==> src/core/emc_pkg.sv <==
/*
 * Constants shared by the external memory controller: register offsets,
 * field positions, reset values, address space sizes and clock ratios.
 * Assumes a single 100 MHz system clock and a plain register port.
 */
package emc_pkg;

	// Register offsets on the plain register port (byte addresses).
	localparam logic [3:0] CFG_ADDR     = 4'h0;
	localparam logic [3:0] OVERLAY_ADDR = 4'h4;
	localparam logic [3:0] STATUS_ADDR  = 4'h8;

	// Configuration register field positions.
	localparam int CFG_CODE_WIDE_BIT = 0;
	localparam int CFG_CODE_X16_BIT  = 1;
	localparam int CFG_DATA_WIDE_BIT = 2;
	localparam int CFG_DATA_X16_BIT  = 3;
	localparam int CFG_FAST_BIT      = 4;
	localparam int CFG_USB_BIT       = 5;

	// Reset values.
	localparam logic [5:0] CFG_RESET     = 6'h00;
	localparam logic [7:0] OVERLAY_RESET = 8'h00;

	// External address width: 4 Mbytes is 22 bits of byte address.
	localparam int ADDR_W = 22;
	// With USB as host interface only 1 Mbyte (20 bits) is reachable.
	localparam logic [21:0] USB_ADDR_MASK = 22'h0fffff;
	localparam logic [21:0] FULL_ADDR_MASK = 22'h3fffff;

	// Code space is 128 Kbytes (17 bits) in eight 16 Kbyte sections.
	localparam int CODE_ADDR_W   = 17;
	localparam int SECTION_SHIFT = 14;
	localparam int SECTIONS      = 8;

	// Internal ROM occupies the lowest code section; not readable as data.
	localparam logic [2:0] ROM_SECTION = 3'h0;

	// Strobe length in clocks: slow after reset, fast once raised.
	localparam logic [3:0] SLOW_CYCLES = 4'h8;
	localparam logic [3:0] FAST_CYCLES = 4'h2;

	typedef enum logic [1:0] {
		ST_IDLE,
		ST_ACCESS,
		ST_DONE
	} mem_state_type;

endpackage

==> src/core/external_memory_controller.sv <==
/*
 * External memory controller: separate code and data chip selects,
 * 8/16-bit spaces with a shared byte pin, a code overlay into data RAM
 * and a slow instruction clock after reset.
 * Assumes the internal core issues one access at a time and holds it
 * until done_o, and that each memory space uses one memory type only.
 */
`timescale 1ns/100ps

// Operation
// - Separate chip selects for code and data.
// - Address limit 4 Mbytes, 1 Mbyte with USB.
// - Overlay maps 16 KB sections from top down.
// - Code readable as data except internal ROM.
// - Slow instruction clock until firmware raises it.
// - Code and data each 8 or 16 bits.
// - Strap sampled after reset picks data memory type.
// - 8-bit: shared pin is address LSB.
// - Two x8: shared pin is high write enable.
// - Single x16: shared pin is upper byte enable.
// - Shared pin role chosen per access space.
module external_memory_controller (
	input  wire logic        clk_i,           // 100 MHz system clock.
	input  wire logic        sys_rst_i,       // Synchronous reset, high.
	input  wire logic [3:0]  reg_addr_i,      // Register byte address.
	input  wire logic [31:0] reg_wdata_i,     // Register write data.
	input  wire logic        reg_wr_i,        // Register write strobe.
	input  wire logic        reg_rd_i,        // Register read strobe.
	output logic      [31:0] reg_rdata_o,     // Read data, next cycle.
	input  wire logic [1:0]  config_strap_pins_i, // Memory type straps.
	input  wire logic        req_i,           // Core access request.
	input  wire logic        req_data_i,      // 1 data space, 0 code.
	input  wire logic        req_write_i,     // 1 write, 0 read.
	input  wire logic [21:0] req_addr_i,      // Byte address in space.
	input  wire logic [1:0]  req_be_i,        // Byte enables, bit1 high.
	output logic             done_o,          // Access finished pulse.
	output logic             fast_clk_o,      // Instruction clock fast.
	output logic             code_cs_n_o,     // Code space chip select.
	output logic             data_cs_n_o,     // Data space chip select.
	output logic      [21:0] mem_addr_o,      // External address.
	output logic             shared_byte_pin_n_o, // Shared byte pin.
	output logic             low_write_strobe_n_o, // Low write strobe.
	output logic             read_output_strobe_n_o, // Read strobe.
	output logic             low_byte_strobe_n_o // Low byte enable.
);

	// Firmware-visible state. The configuration bits pick widths, styles,
	// clock speed and the USB address limit; the overlay byte holds one
	// enable per 16 Kbyte code section.
	logic [5:0]                 cfg_q, cfg_d;
	logic [7:0]                 ovl_q, ovl_d;
	logic [31:0]                rdata_q, rdata_d;
	// Strap level as seen just after reset, and whether it was taken.
	logic [1:0]                 strap_q, strap_d;
	logic                       strap_take_q, strap_take_d;
	// Access sequencer and the registered pin images. Every pin leaves a
	// flop so that the memory chips never see decode glitches.
	emc_pkg::mem_state_type     state_q, state_d;
	logic [3:0]                 cnt_q, cnt_d;
	logic                       cs_code_q, cs_code_d;
	logic                       cs_data_q, cs_data_d;
	logic [21:0]                addr_q, addr_d;
	logic                       sbp_q, sbp_d;
	logic                       wel_q, wel_d;
	logic                       oe_q, oe_d;
	logic                       lbe_q, lbe_d;
	// Decode results for the access in progress; combinational only.
	logic                       wide, x16, to_data, rom_hit;
	logic [2:0]                 sect;
	logic [21:0]                eff_addr, mask;

	// Register file; writes steer widths, overlay and clock speed.
	always_comb
	begin
		cfg_d   = cfg_q;
		ovl_d   = ovl_q;
		rdata_d = 32'h00000000;
		// Unmapped offsets fall through and the write is dropped.
		if (reg_wr_i)
		begin
			if (reg_addr_i == emc_pkg::CFG_ADDR)
				cfg_d = reg_wdata_i[5:0];
			else if (reg_addr_i == emc_pkg::OVERLAY_ADDR)
				ovl_d = reg_wdata_i[7:0];
		end
		// Read data are parked at zero outside the answer cycle, so a
		// stale value is never mistaken for an answer.
		if (reg_rd_i)
		begin
			case (reg_addr_i)
				emc_pkg::CFG_ADDR:     rdata_d = {26'h0, cfg_q};
				emc_pkg::OVERLAY_ADDR: rdata_d = {24'h0, ovl_q};
				emc_pkg::STATUS_ADDR:
					rdata_d = {28'h0, state_q != emc_pkg::ST_IDLE,
						strap_take_q, strap_q};
				default:               rdata_d = 32'h00000000;
			endcase
		end
	end

	// Overlays cleared and slow clock selected at reset.
	always_ff @(posedge clk_i)
	begin
		if (sys_rst_i)
		begin
			cfg_q   <= emc_pkg::CFG_RESET;
			ovl_q   <= emc_pkg::OVERLAY_RESET;
			rdata_q <= 32'h00000000;
		end
		else
		begin
			cfg_q   <= cfg_d;
			ovl_q   <= ovl_d;
			rdata_q <= rdata_d;
		end
	end

	// Instruction clock speed is a plain configuration bit. Speed is never
	// sensed from the memories: firmware raises it only once code runs
	// from RAM, so slow Flash stays safe until then.
	assign reg_rdata_o = rdata_q;
	assign fast_clk_o  = cfg_q[emc_pkg::CFG_FAST_BIT];

	// Strap capture: taken on the first clock after reset release, since
	// a reset flop may only load constants.
	// Taking it once keeps a strap pin that later carries other traffic
	// from changing the memory style under running code.
	always_comb
	begin
		strap_d      = strap_q;
		strap_take_d = strap_take_q;
		if (!strap_take_q)
		begin
			strap_d      = config_strap_pins_i;
			strap_take_d = 1'b1;
		end
	end

	// The strap flops only load constants in reset.
	always_ff @(posedge clk_i)
	begin
		if (sys_rst_i)
		begin
			strap_q      <= 2'h0;
			strap_take_q <= 1'b0;
		end
		else
		begin
			strap_q      <= strap_d;
			strap_take_q <= strap_take_d;
		end
	end

	// Space decode. The strap can force the data wide and x16 style bits on;
	// firmware can add to them through the configuration bits but not clear them.
	always_comb
	begin
		sect    = req_addr_i[16:14];
		to_data = req_data_i;
		rom_hit = 1'b0;
		eff_addr = req_addr_i;
		// Code fetch in an enabled section goes to the top of data RAM.
		if (!req_data_i && ovl_q[sect])
		begin
			to_data  = 1'b1;
			eff_addr = emc_pkg::FULL_ADDR_MASK - 22'h01ffff
				+ {5'h0, req_addr_i[16:0]};
		end
		// Internal ROM is never reachable as data.
		if (!req_data_i && !ovl_q[sect] && sect == emc_pkg::ROM_SECTION
			&& req_addr_i[21])
			rom_hit = 1'b1;
		// The USB limit is applied last, so an overlaid fetch still lands
		// at the top of whatever range is reachable.
		mask = cfg_q[emc_pkg::CFG_USB_BIT] ? emc_pkg::USB_ADDR_MASK
			: emc_pkg::FULL_ADDR_MASK;
		eff_addr = eff_addr & mask;
		// Data style may be forced by the strap; code style comes from
		// firmware alone, as code usually sits in a cheap x8 Flash.
		if (to_data)
		begin
			wide = cfg_q[emc_pkg::CFG_DATA_WIDE_BIT] | strap_q[1];
			x16  = cfg_q[emc_pkg::CFG_DATA_X16_BIT] | strap_q[0];
		end
		else
		begin
			wide = cfg_q[emc_pkg::CFG_CODE_WIDE_BIT];
			x16  = cfg_q[emc_pkg::CFG_CODE_X16_BIT];
		end
	end

	// Access sequencer and pin roles for each style of space.
	always_comb
	begin
		state_d   = state_q;
		cnt_d     = cnt_q;
		cs_code_d = 1'b1;
		cs_data_d = 1'b1;
		addr_d    = addr_q;
		sbp_d     = 1'b1;
		wel_d     = 1'b1;
		oe_d      = 1'b1;
		lbe_d     = 1'b1;
		done_o    = 1'b0;
		case (state_q)
			emc_pkg::ST_IDLE:
				// A ROM hit is answered at once with no pin movement,
				// since the internal ROM is not reachable from outside.
				if (req_i && !rom_hit)
				begin
					state_d = emc_pkg::ST_ACCESS;
					cnt_d   = fast_clk_o ? emc_pkg::FAST_CYCLES
						: emc_pkg::SLOW_CYCLES;
				end
				else if (req_i)
					state_d = emc_pkg::ST_DONE;
			emc_pkg::ST_ACCESS:
			begin
				// Only the select of the space in use goes low.
				cs_code_d = to_data;
				cs_data_d = !to_data;
				oe_d      = req_write_i;
				addr_d    = eff_addr;
				// The shared byte pin changes role with the style of the
				// space in use, so mixed spaces need no glue logic.
				if (!wide)
				begin
					sbp_d = eff_addr[0];
					wel_d = !req_write_i;
				end
				else if (!x16)
				begin
					sbp_d = !(req_write_i && req_be_i[1]);
					wel_d = !(req_write_i && req_be_i[0]);
				end
				else
				begin
					sbp_d = !req_be_i[1];
					lbe_d = !req_be_i[0];
					wel_d = !req_write_i;
				end
				// The strobe length counts down; the last count ends it.
				cnt_d = cnt_q - 4'h1;
				if (cnt_q == 4'h1)
					state_d = emc_pkg::ST_DONE;
			end
			emc_pkg::ST_DONE:
			begin
				// One-cycle answer; the core drops its request after it.
				done_o  = 1'b1;
				state_d = emc_pkg::ST_IDLE;
			end
			default:
				state_d = emc_pkg::ST_IDLE;
		endcase
	end

	// Select and strobe images return to their idle high level in reset, so no chip
	// sees a stray select while the core is held.
	always_ff @(posedge clk_i)
	begin
		if (sys_rst_i)
		begin
			state_q   <= emc_pkg::ST_IDLE;
			cnt_q     <= 4'h0;
			cs_code_q <= 1'b1;
			cs_data_q <= 1'b1;
			addr_q    <= 22'h000000;
			sbp_q     <= 1'b1;
			wel_q     <= 1'b1;
			oe_q      <= 1'b1;
			lbe_q     <= 1'b1;
		end
		else
		begin
			state_q   <= state_d;
			cnt_q     <= cnt_d;
			cs_code_q <= cs_code_d;
			cs_data_q <= cs_data_d;
			addr_q    <= addr_d;
			sbp_q     <= sbp_d;
			wel_q     <= wel_d;
			oe_q      <= oe_d;
			lbe_q     <= lbe_d;
		end
	end

	// Every memory pin is a flop output; the selects keep the two spaces
	// apart, never both low at once.
	assign code_cs_n_o            = cs_code_q;
	assign data_cs_n_o            = cs_data_q;
	assign mem_addr_o             = addr_q;
	assign shared_byte_pin_n_o    = sbp_q;
	assign low_write_strobe_n_o   = wel_q;
	assign read_output_strobe_n_o = oe_q;
	assign low_byte_strobe_n_o    = lbe_q;

endmodule

==> config.mk <==
export PLATFORM = sky130hd
export DESIGN_NAME = external_memory_controller
export DESIGN_NICKNAME = d
export VERILOG_FILES = /design/src/core/emc_pkg.sv /design/src/core/external_memory_controller.sv
export SDC_FILE = /design/constraint.sdc
export NUM_CORES = 1
export LEC_CHECK = 0
export BUFFER_PORTS_ARGS = -buffer_cell sky130_fd_sc_hd__buf_2
export CAP_MARGIN = 20
export CORE_ASPECT_RATIO = 0.75
export CORE_MARGIN = 5
export CORE_UTILIZATION = 48
export CTS_BUF_LIST = sky130_fd_sc_hd__clkbuf_8 sky130_fd_sc_hd__clkbuf_16
export DETAILED_ROUTE_END_ITERATION = 16
export GPL_ROUTABILITY_DRIVEN = 0
export HOLD_SLACK_MARGIN = 0.12
export PLACE_DENSITY = 0.84
export SETUP_SLACK_MARGIN = 0.4
export SYNTH_ARGS = -nofsm -noshare
export SYNTH_HDL_FRONTEND = slang
export SYNTH_SLANG_ARGS = --single-unit
==> constraint.sdc <==
create_clock -name clk_i -period 2.5 [get_ports clk_i]
set_input_delay 0.125 -clock clk_i [delete_from_list [all_inputs] [get_ports clk_i]]
set_output_delay 0.125 -clock clk_i [all_outputs]
set_load 0.01 [all_outputs]
; ---- Word level (Yosys, flattened, before mapping)
; Index checks and enable logic that the tools add are counted.
[op_classes]
n_mul = 0
eq_ne = 8
n_lt_le_gt_ge = 1
addsub = 2
n_bitwise = 8
reduce_logical = 28
div_mod_pow = 0
shifts = 0
mux = 22
[ops]
columns = operator, n
row1 = 22-bit two-way mux, 2
row2 = 8-bit case mux with 3 select lines, 1
row3 = 22-bit AND, 1
row4 = "18-bit by 18-bit adder with 19-bit output, first input constant", 1
row5 = 1-bit two-way mux, 11
row6 = 1-bit logical NOT, 9
row7 = 4-bit two-way mux, 2
row8 = 4-bit case mux with 2 select lines, 1
row9 = 1-bit logical AND, 7
row10 = 2-bit two-way mux, 3
row11 = 2-bit AND reduction, 3
row12 = 1-bit NOT, 5
row13 = "4-bit by 1-bit == test with 1-bit output, second input constant", 1
row14 = "4-bit by 3-bit == test with 1-bit output, second input constant", 1
row15 = "4-bit == test, second input constant", 1
row16 = 4-bit logical NOT, 1
row17 = "3-bit by 4-bit less-than comparator with 1-bit output, second input constant", 1
row18 = "2-bit inequality test, second input constant", 2
row19 = 2-bit case mux with 2 select lines, 1
row20 = 2-bit nonzero test, 2
row21 = 2-bit OR reduction, 2
row22 = 4-bit OR reduction, 1
row23 = "4-bit by 1-bit subtractor with 4-bit output, second input constant", 1
row24 = 1-bit binary-select mux with 3-bit select, 1
row25 = other kinds (7), 8
[totals]
mem_bits_rw = 0
latch_bits = 0
memories = 0
in_bits = 69
out_inout_bits = 62
mem_bits_ro = 0
regBits = 83

; ---- Logic depth before layout (Yosys ltp)
; Gate-level depths: netlist of run 1.
[logic_depth]
depth_word = 11
mapped_depth = 7
ltp_nobuf = 6

; ---- Worst setup path after synthesis of run 1
; OpenSTA, ideal clock, no wires.
[synth_path]
path_kind = register to register
startpoint = register ovl_q[1]
endpoint = register state_q[1]
path_slack_ns = 0.842
required_time_ns = 2.421
path_stages_with_launch = 7
t_arrival_ns = 1.579
cell_sequence = dfxtp_1 -> mux2i_1 -> a22oi_1 -> a31oi_4 -> nand4b_1 -> or3b_1 -> a211oi_2
[synth_between]
elab_chain_cells = 11
word_cells_on_any_way = 13
cone_classes = eq/ne (1) / mux (5) / reduce/logical (7)
[synth_rtl]
columns = element, line_no
row1 = start: declaration, external_memory_controller.sv:51  ; logic [7:0] ovl_q, ovl_d;
row2 = start signal: assignment, external_memory_controller.sv:107  ; ovl_q <= emc_pkg::OVERLAY_RESET;
row3 = start signal: assignment, external_memory_controller.sv:113  ; ovl_q <= ovl_d;
row4 = 1-bit binary-select mux with 3-bit select *, external_memory_controller.sv:170  ; if (!req_data_i && !ovl_q[sect] && sect == emc_pkg::ROM_SECTION
row5 = 1-bit two-way mux (implied by the code) *, external_memory_controller.sv:170
row6 = 1-bit logical NOT *, external_memory_controller.sv:170
row7 = 1-bit logical AND * (2 in a row), external_memory_controller.sv:170
row8 = 1-bit logical AND *, external_memory_controller.sv:171  ; && req_addr_i[21])
row9 = 1-bit two-way mux *, external_memory_controller.sv:170
row10 = 1-bit logical NOT *, external_memory_controller.sv:209  ; if (req_i && !rom_hit)
row11 = 1-bit logical AND *, external_memory_controller.sv:209
row12 = 2-bit two-way mux or 3-bit inequality test (tied branches), --
row13 = 2-bit case mux with 2 select lines or 2-bit AND reduction (tied branches), --
row14 = end signal: assignment, external_memory_controller.sv:264  ; state_q <= emc_pkg::ST_IDLE;
row15 = end signal: assignment, external_memory_controller.sv:276  ; state_q <= state_d;
row16 = end: declaration, external_memory_controller.sv:58  ; emc_pkg::mem_state_type state_q, state_d;
; Every way passes the cells marked *; elsewhere a longest branch is shown, timed or not. The select of a mux whose other input is x is not followed.
; A chain may end at the register's enable or synchronous reset.

; ---- Worst setup path after layout of run 1
[layout_path]
startpoint = input port reg_addr_i[1]
endpoint = register rdata_q[5], in the netlist reg_rdata_o[5]
[layout_between]
elab_chain_cells = 2
word_cells_on_any_way = 4
cone_classes = eq/ne (2) / mux (1) / reduce/logical (1)
[layout_rtl]
columns = element, line_no
row1 = start: declaration, external_memory_controller.sv:25  ; input wire logic [3:0] reg_addr_i,
row2 = "4-bit == test, or another cell as far along", external_memory_controller.sv:90  ; case (reg_addr_i)
row3 = 8-bit case mux with 3 select lines *, external_memory_controller.sv:90
row4 = end signal: assignment, external_memory_controller.sv:114  ; rdata_q <= rdata_d;
row5 = end: declaration, external_memory_controller.sv:52  ; logic [31:0] rdata_q, rdata_d;
; Every way passes the cells marked *; elsewhere a longest branch is shown, timed or not.

==> results.cfg, run 1 <==
[power]
p_sw_share_pct = 25.0
clock_power_share_pct = 41.9
peakVddDrop_uv = 336
intPower_mw = 1.75
power_leakage_nw = 1.70
pwr-share-comb_pct = 14.7
p_sw_mw = 0.585
power.density_nw_per_um2 = 653
seq_power_share_pct = 43.4

[floorplan]
dieWidth_microns = 94.5
dieHeight_microns = 73.4
core_sq_um = 5270
start_util_pct = 48.8
ios = 131
rows = 23
design.die.area_sq_um = 6930

[layout]
fin_area_sq_um = 3580
postLayoutCoreUtil_pct = 68.0
area_delta_synth_final_pct = 39.5
fill_cells = 402
layout-drive-gt1-share_pct = 25.7
nets = 486
diodes = 0

[critical_path]
startpoint_type = primary input
cp.arrival_ns = 2.43
critPathKind = in -> reg
end_kind = register
crit_path_max_fanout = 6
cp.required_ns = 2.77

[timing]
fin_skew_ns = 0.00648
min_period_ns = 2.16
final_hold_viol_count = 0
rsz0062_at_grt = true
drv_slew = 0
post-route-period-util_pct = 86.4
tns_ns = 0
fmax_mhz = 463
finalSetupViolations = 0
worstMarginPinSlew_ns = 0.630
slew_headroom_pct = 57.8

[yosys]
ys_seq_elements = 59
syn_avg_cell_area_sq_um = 8.71
ys_seq_area_share_pct = 46.0
synth_cell_types = 36
synth_warnings = 0
synth.cell_area_sq_um = 2570
async_flop_share_pct = 0
synth_edf_count = 0
ys.flop_type = dfxtp_1
synth_cells = 295

[cts]
cts_buffers = 9
cts-root-buf = clkbuf_8
clk_pin_slew_ns = 0.06
cts_sinks = 59
h-tree-depth = 3
cts_buffer_depth = 2
worstSkewPairLatency_ns = 0.33
cts_tree = yes

[grt]
grt_first_pass_wirelength_mm = 11.0
antenna_found_initial = 0
grt_pass1_vias = 2288
grt_usage_pct = 21.1
grt_overflow = 0
grt_max_degree = 44

[route]
drt_iter0_markers = 142
drc = 0
drt_first_pass_iters = 4
wirelength_mm = 7.02
via_per_inst = 4.86
wire_per_inst_microns = 14.2
ant_nets = 0
route.vias.total = 2406

[outcome]
status = complete, no violations

[placement]
hpwl_mm = 4.50
portBuffers = 82
dpl_cell_area_sq_um = 2940

[flow_run]
maxCapViolations = 0

[min_path]
hp-class = in -> reg
stage by stage:
stage               total power [mW]  hold WS [ns]  cells  setup slack, ns
floorplan                       1.24         0.214    318            0.842
global placement                1.31         0.340    439            0.622
detailed placement              1.32         0.338    439            0.534
CTS                             2.35         0.122    493            0.414
global route                    2.46         0.128    495            0.332
finish                          2.34         0.143    495            0.341
cells in the mapped netlist (2+ instances only):
cell type	n	area share (%)
nor2b_1	4	0.97
nor2_1	42	6.1
buf_4	24	7.0
and2_1	2	0.49
nand2_1	39	5.7
a21oi_1	25	4.9
mux2i_1	29	11
a31oi_1	2	0.49
nor3_1	5	0.97
or2_2	2	0.49
nand3b_1	2	0.58
o211ai_1	2	0.58
ha_1	2	0.97
clkbuf_1	14	2.0
a211oi_2	2	0.97
o21ai_0	4	0.78
nand4b_1	2	0.68
nor3b_1	2	0.58
nand2b_1	3	0.73
nand3_1	6	1.2
inv_1	7	1.0
a211oi_1	2	0.58
dfxtp_1	59	46
a211o_1	2	0.68
repair_timing:
item	in CTS	in global routing
endpoints found under the hold margin	44	3
hold buffers	38	1
resized for setup	0	1
setup buffers	0	1
setup endpoints to repair	0	2
flip-flops by register name, summed over array words and instances (netlist names):
signal                  count
mem_addr_o                 22
ovl_q                       8
reg_rdata_o                 8
cfg_q                       6
cnt_q                       4
state_q                     2
strap_q                     2
code_cs_n_o                 1
data_cs_n_o                 1
low_byte_strobe_n_o         1
low_write_strobe_n_o        1
read_output_strobe_n_o      1
shared_byte_pin_n_o         1
strap_take_q                1
metal layers:
layer / wire length, microns / track usage (%) / vias up
li1: - / - / 1185
met1: 2780 / 24.8 / 1086
met2: 3320 / 34.8 / 113
met3: 707 / 7.68 / 22
met4: 216 / 9.60 / 0
met5: 0 / 0 / -
power groups by stage:
stage               Clock [mW]  Sequential (mW)  Combinational [mW]
floorplan                    0             1.05               0.195
global placement             0             1.03               0.278
detailed placement           0             1.04               0.287
CTS                       1.00             1.01               0.332
global route              1.06             1.02               0.382
finish                   0.980             1.02               0.343
worst max-delay path, stage by stage:
cell and delay [ns]:
dlygate4sd3_1 0.56, buf_2 0.14, nor2_1 0.21, nand3_2 0.18
or4_1 0.49, dlygate4sd3_1 0.60, nor2_1 0.11
logic make-up after synthesis:
| logic type | after synthesis | synth area share (%) |
|---|---|---|
| mux | 29 | 11.3 |
| simple gates | 113 | 19.6 |
| flops | 59 | 46.0 |
| fa+ha+maj | 2 | 0.974 |
| buf+inv | 46 | 10.5 |
| other cells | 1 | 0.146 |
| compound gates | 44 | 11.1 |
| xor+xnor | 1 | 0.341 |
path summary, 6_finish.rpt:
check	cells past startpoint	to	from	slack, ns
setup / recovery	7	reg_rdata_o[5]	reg_addr_i[1]	0.34
hold / removal	3	mem_addr_o[14]	req_addr_i[14]	0.14
setup reg to reg	7	shared_byte_pin_n_o	ovl_q[2]	0.56
hold reg to reg	2	mem_addr_o[2]	mem_addr_o[2]	0.45
placed cells by master (no fill, tap or decap), types with 2 or more instances in the layout:
cell	n
a211o_1	2
a211oi_1	2
a211oi_2	2
a21oi_1	25
a31oi_1	2
and2_1	2
buf_2	82
buf_4	3
bufinv_16	2
clkbuf_8	11
conb_1	24
dfxtp_1	59
dlygate4sd3_1	39
ha_1	2
inv_1	8
mux2i_1	29
nand2_1	39
nand2b_1	3
nand3_1	5
nand3b_1	2
nand4b_1	2
nor2_1	42
nor2b_1	3
nor3_1	5
nor3b_1	2
o211ai_1	2
o21ai_0	4
or2_2	2
layout make-up:
| class | instances | area [sq um] | area share, % |
|---|---|---|---|
| Tap cell | 75 | 93.8 | 2.62 |
| Timing Repair Buffer | 125 | 843 | 23.5 |
| Multi-Input combinational cell | 213 | 1210 | 33.8 |
| Clock buffer | 11 | 151 | 4.22 |
| Inverter | 7 | 26.3 | 0.733 |
| Sequential cell | 59 | 1180 | 33.0 |
| Clock inverter | 5 | 76.3 | 2.13 |
Power figures use the tool's default switching activity.
==> run 2, diff against run 1 <==
--- a/config.mk
+++ b/config.mk
@@ -9,12 +9,12 @@
 export CAP_MARGIN = 20
 export CORE_ASPECT_RATIO = 0.75
 export CORE_MARGIN = 5
-export CORE_UTILIZATION = 48
+export CORE_UTILIZATION = 49
 export CTS_BUF_LIST = sky130_fd_sc_hd__clkbuf_8 sky130_fd_sc_hd__clkbuf_16
 export DETAILED_ROUTE_END_ITERATION = 16
 export GPL_ROUTABILITY_DRIVEN = 0
 export HOLD_SLACK_MARGIN = 0.12
-export PLACE_DENSITY = 0.84
+export PLACE_DENSITY = 0.85
 export SETUP_SLACK_MARGIN = 0.4
 export SYNTH_ARGS = -nofsm -noshare
 export SYNTH_HDL_FRONTEND = slang
==> constraint.sdc (replaced) <==
create_clock -name clk_i -period 2.5 [get_ports clk_i]
set_input_delay 0 -clock clk_i [delete_from_list [all_inputs] [get_ports clk_i]]
set_output_delay 0 -clock clk_i [all_outputs]
set_load 0.01 [all_outputs]
==> run 2 against run 1 <==
Effect of this change: sequential share of layout area shrank 0.70 points; total power grew 3.7%; combinational power grew 6%; routed wire length grew 7.9%.
==> results.cfg, run 2 (synthesis results as in run 1) <==
[layout]
fill_cells = 324
seq_area_sq_um = 1180
area_delta_synth_final_pct = 42.5
final_cells = 499
largest_register_ffs = 22
multi_input_area_sq_um = 1220
final_common_cell = buf_2
nets = 493
layout-drive-gt1-share_pct = 25.3
postLayoutCoreUtil_pct = 73.5
final_cell_mix = buf_2, dfxtp_1, dlygate4sd3_1, nor2_1, nand2_1
diodes = 0
fin_area_sq_um = 3660

[floorplan]
ios = 131
start_util_pct = 51.6
design.die.area_sq_um = 6810
rows = 22
dieHeight_microns = 72.7
core_sq_um = 4980
dieWidth_microns = 93.6

[placement]
dpl_cell_area_sq_um = 2930
hpwl_mm = 4.65
preCtsSetupSlack_ns = 0.658
dpl.cell_count = 436
portBuffers = 82

[critical_path]
startpoint_type = primary input
crit_path_max_fanout = 7
end_kind = register
cp.arrival_ns = 2.25
cp.required_ns = 2.76
critPathKind = in -> reg

[timing]
fin_skew_ns = 0.00653
fmax_mhz = 501
tns_ns = 0
drv_slew = 0
slew_headroom_pct = 59.4
worst_slack_ns = 0.504
post-route-period-util_pct = 79.9
final_hold_viol_count = 0
worstMarginPinSlew_ns = 0.605
rsz0062_at_grt = false
finalSetupViolations = 0
min_period_ns = 2.00

[cts]
cts-root-buf = clkbuf_8
post_cts_buffers = 0
clk_pin_slew_ns = 0.06
cts_buffer_depth = 2
h-tree-depth = 3
cts_buffers = 9
cts_tree = yes
cts_sinks = 59
worstSkewPairLatency_ns = 0.34

[grt]
grt_first_pass_wirelength_mm = 11.2
grt_usage_pct = 21.5
grt_overflow = 0
antenna_found_initial = 0
grt_max_degree = 44
grt_pass1_vias = 2333

[power]
power.density_nw_per_um2 = 663
power_leakage_nw = 1.74
peakVddDrop_uv = 526

[flow_run]
maxCapViolations = 0

[route]
ant_nets = 0
drt_first_pass_iters = 6
route.vias.total = 2558
drt_iter0_markers = 206
wire_per_inst_microns = 15.2
via_per_inst = 5.13
wirelength_mm = 7.57
drc = 0

[outcome]
status = complete, no violations

[min_path]
hp-class = in -> reg
## run 2: cell count changes in the layout (fill, tap and decap cells not counted), sizes merged
cell | previous run | this run
dlygate4sd3 | 39 | 47
buf | 86 | 85
clkinv | 1 | 2
bufinv | 2 | 3
clkinvlp | 1 | 0
clkbuf | 11 | 10
## run 2: layer usage
layer	global-route usage, %	wire length [microns]	vias to the layer above
met4	11.9	352	0
met5	0	0	-
met3	5.67	674	41
met2	36.6	3620	146
met1	24.8	2920	1172
li1	-	-	1199
## run 2: timing repair
item,4_1_cts,5_1_grt
hold buffers,47,0
endpoints found under the hold margin,56,0
gates resized for setup,0,4
endpoints found under the setup margin,0,3
## run 2: per-stage QoR
stage               hold slack [ns]  power (mW)
floorplan                    0.0889        1.24
global placement              0.216        1.31
detailed placement            0.221        1.32
CTS                           0.127        2.42
global route                  0.163        2.51
finish                        0.155        2.43
## run 2: layout make-up
cell class	instances	share of cell area [%]
clock buffers	10	3.76
clock inverters	6	2.84
inverters	7	0.718
multi-input cells	213	33.3
flip-flops and latches	59	32.3
well taps	72	2.46
repair buffers	132	24.7
## run 2: critical path, cell delays in order
cell and delay, ns:
dlygate4sd3_1 0.53, buf_2 0.16, nor2_1 0.24, a22oi_2 0.16, a31oi_4 0.32, nand4b_1 0.21, or3b_1 0.43, a211oi_2 0.21
## run 2: final timing paths
| kind | end | startpoint | slack [ns] | cells past startpoint |
|---|---|---|---|---|
| worst max-delay path | state_q[1] | req_addr_i[15] | 0.50 | 8 |
| worst min-delay path | reg_rdata_o[5] | reg_addr_i[2] | 0.15 | 3 |
| worst max register to register | mem_addr_o[19] | state_q[0] | 0.51 | 5 |
| worst min register to register | mem_addr_o[14] | mem_addr_o[14] | 0.45 | 2 |
## run 2: power breakdown
part	total [mW]	internal (mW)	switching (mW)
clock	1.05	0.682	0.364
sequential	1.02	0.986	0.0311
combinational	0.362	0.164	0.198
==> run 3, diff against run 2 <==
--- a/config.mk
+++ b/config.mk
@@ -9,12 +9,12 @@
 export CAP_MARGIN = 20
 export CORE_ASPECT_RATIO = 0.75
 export CORE_MARGIN = 5
-export CORE_UTILIZATION = 49
+export CORE_UTILIZATION = 45
 export CTS_BUF_LIST = sky130_fd_sc_hd__clkbuf_8 sky130_fd_sc_hd__clkbuf_16
 export DETAILED_ROUTE_END_ITERATION = 16
 export GPL_ROUTABILITY_DRIVEN = 0
 export HOLD_SLACK_MARGIN = 0.12
-export PLACE_DENSITY = 0.85
+export PLACE_DENSITY = 0.79
 export SETUP_SLACK_MARGIN = 0.4
 export SYNTH_ARGS = -nofsm -noshare
 export SYNTH_HDL_FRONTEND = slang
==> constraint.sdc (replaced) <==
create_clock -name clk_i -period 1.9 [get_ports clk_i]
set_input_delay 0 -clock clk_i [delete_from_list [all_inputs] [get_ports clk_i]]
set_output_delay 0 -clock clk_i [all_outputs]
set_load 0.01 [all_outputs]
==> run 3 against run 2 <==
Effect of this change: clock-buffer cell count up 1; highest routed layer unchanged; largest cell class unchanged; worst setup slack worse by 0.38 ns; routed wire length down 0.86%; register-to-register slack worse by 0.39 ns; critical path type is now reg -> reg; global-route usage down 1.8 points; critical endpoint unchanged.
==> results.cfg, run 3 (synthesis results as in run 1) <==
[outcome]
status = complete, no violations

[layout]
nets = 499
final_common_cell = buf_2
fill_cells = 437
postLayoutCoreUtil_pct = 68.8
largest_register_ffs = 22
final_cell_mix = buf_2, dfxtp_1, dlygate4sd3_1, nor2_1, nand2_1
area_delta_synth_final_pct = 45.7
layout-drive-gt1-share_pct = 30.0
diodes = 0

[route]
drc = 0
via_per_inst = 4.83
drt_iter0_markers = 170
wirelength_mm = 7.51
wire_per_inst_microns = 14.8
ant_nets = 0
drt_first_pass_iters = 4
route.vias.total = 2454

[power]
clock_power_share_pct = 41.4
pwr-share-comb_pct = 15.7
p_sw_mw = 0.791
power.density_nw_per_um2 = 834
power_leakage_nw = 1.77
p_sw_share_pct = 25.3
intPower_mw = 2.33
seq_power_share_pct = 42.9
peakVddDrop_uv = 502

[grt]
grt_max_degree = 43
antenna_found_initial = 0
grt_overflow = 0
grt_pass1_vias = 2427
grt_first_pass_wirelength_mm = 11.2
grt_usage_pct = 19.7

[critical_path]
critPathKind = reg -> reg
startpoint_type = register
crit_path_max_fanout = 5
cpLargestDelayFamily = simple AND/OR/NAND/NOR gates
max_stage_delay_ns = 0.39
crit_slowest_cell = or3b_1
reg2regPathDepth = 6
crit_buf_inv = 0
end_kind = register
rr_endpoint = state_q[1]
crit_path_cell_trace = mux2i_2 -> nand3_2 -> a31oi_4 -> nand4b_1 -> or3b_1 -> a211oi_2
r2r-start = ovl_q[6]
ff2ff_setup_slack_ns = 0.12
cp.required_ns = 2.15
cp.arrival_ns = 2.03

[floorplan]
rows = 23
dieWidth_microns = 97.2
design.die.area_sq_um = 7330
core_sq_um = 5440
ios = 131
dieHeight_microns = 75.4
start_util_pct = 47.2

[cts]
cts_tree = yes
cts_buffers = 9
cts-root-buf = clkbuf_8
cts_buffer_depth = 2
h-tree-depth = 3
worstSkewPairLatency_ns = 0.34
cts_sinks = 59
clk_pin_slew_ns = 0.07

[placement]
hpwl_mm = 4.58
preCtsSetupSlack_ns = 0.126
portBuffers = 82

[timing]
tns_ns = 0
final_hold_viol_count = 0
fin_skew_ns = 0.00795
drv_slew = 0
rsz0062_at_grt = true
min_period_ns = 1.78
fmax_mhz = 563
worst_slack_ns = 0.123
post-route-period-util_pct = 93.5
finalSetupViolations = 0

[min_path]
whs_path_depth = 4
hold_end = reg_rdata_o[3]
min_from = reg_addr_i[2]
hp-class = in -> reg

[flow_run]
maxCapViolations = 0
run 3: repair_timing:
item / in CTS / in global routing
gates cloned: 0 / 0
hold buffers: 42 / 0
endpoints found under the hold margin: 56 / 0
buffers inserted: 6 / 4
gates resized for setup: 6 / 10
pin swaps: 5 / 6
setup endpoints to repair: 9 / 22
run 3: per-stage QoR:
| step | std cells | hold WS (ns) | cell area, sq um | total power [mW] |
|---|---|---|---|---|
| 6_report | 508 | 0.180 | 3740 | 3.12 |
| 5_1_grt | 508 | 0.204 | 3740 | 3.26 |
| 4_1_cts | 504 | 0.137 | 3670 | 3.12 |
| 3_5_place_dp | 440 | 0.216 | 2950 | 1.75 |
| 3_3_place_gp | 440 | 0.216 | 2950 | 1.73 |
| 2_1_floorplan | 318 | 0.0889 | 2660 | 1.63 |
run 3: metal layers:
layer | track usage [%] | vias up | part of all wire (%)
met5 | 0 | - | 0
met4 | 6.45 | 0 | 0.60
met3 | 9.42 | 6 | 8.6
met2 | 33.5 | 114 | 49
met1 | 22.5 | 1129 | 42
li1 | - | 1205 | -
run 3: cell type report:
cell class / instances / area (sq um) / area share, %
clock inverters: 5 / 76.3 / 2.04
well taps: 75 / 93.8 / 2.51
clock buffers: 11 / 151 / 4.04
inverters: 7 / 26.3 / 0.702
multi-input cells: 213 / 1270 / 33.8
flip-flops and latches: 59 / 1190 / 31.7
repair buffers: 138 / 943 / 25.2
run 3: power groups by stage:
stage               sequential, mW  clock (mW)  combinational (mW)
global placement              1.36           0               0.372
CTS                           1.34        1.32               0.465
detailed placement            1.36           0               0.382
finish                        1.34        1.29               0.490
global route                  1.35        1.38               0.538
floorplan                     1.38           0               0.257
run 3: worst reg2reg max path, stage by stage (launching register included):
cell and delay (ns):
dfxtp_2 0.33, mux2i_2 0.19, nand3_2 0.13, a31oi_4 0.31, nand4b_1 0.16, or3b_1 0.39, a211oi_2 0.19
run 3: worst max path at each step:
stage,from,endpoint,slack (ns),cells after the start
floorplan,ovl_q[7],state_q[1],0.31,6
global placement,ovl_q[7],state_q[1],0.20,6
detailed placement,ovl_q[7],state_q[1],0.13,6
CTS,ovl_q[7],state_q[1],0.13,6
global route,ovl_q[6],state_q[1],0.07,6
finish,ovl_q[6],state_q[1],0.12,6
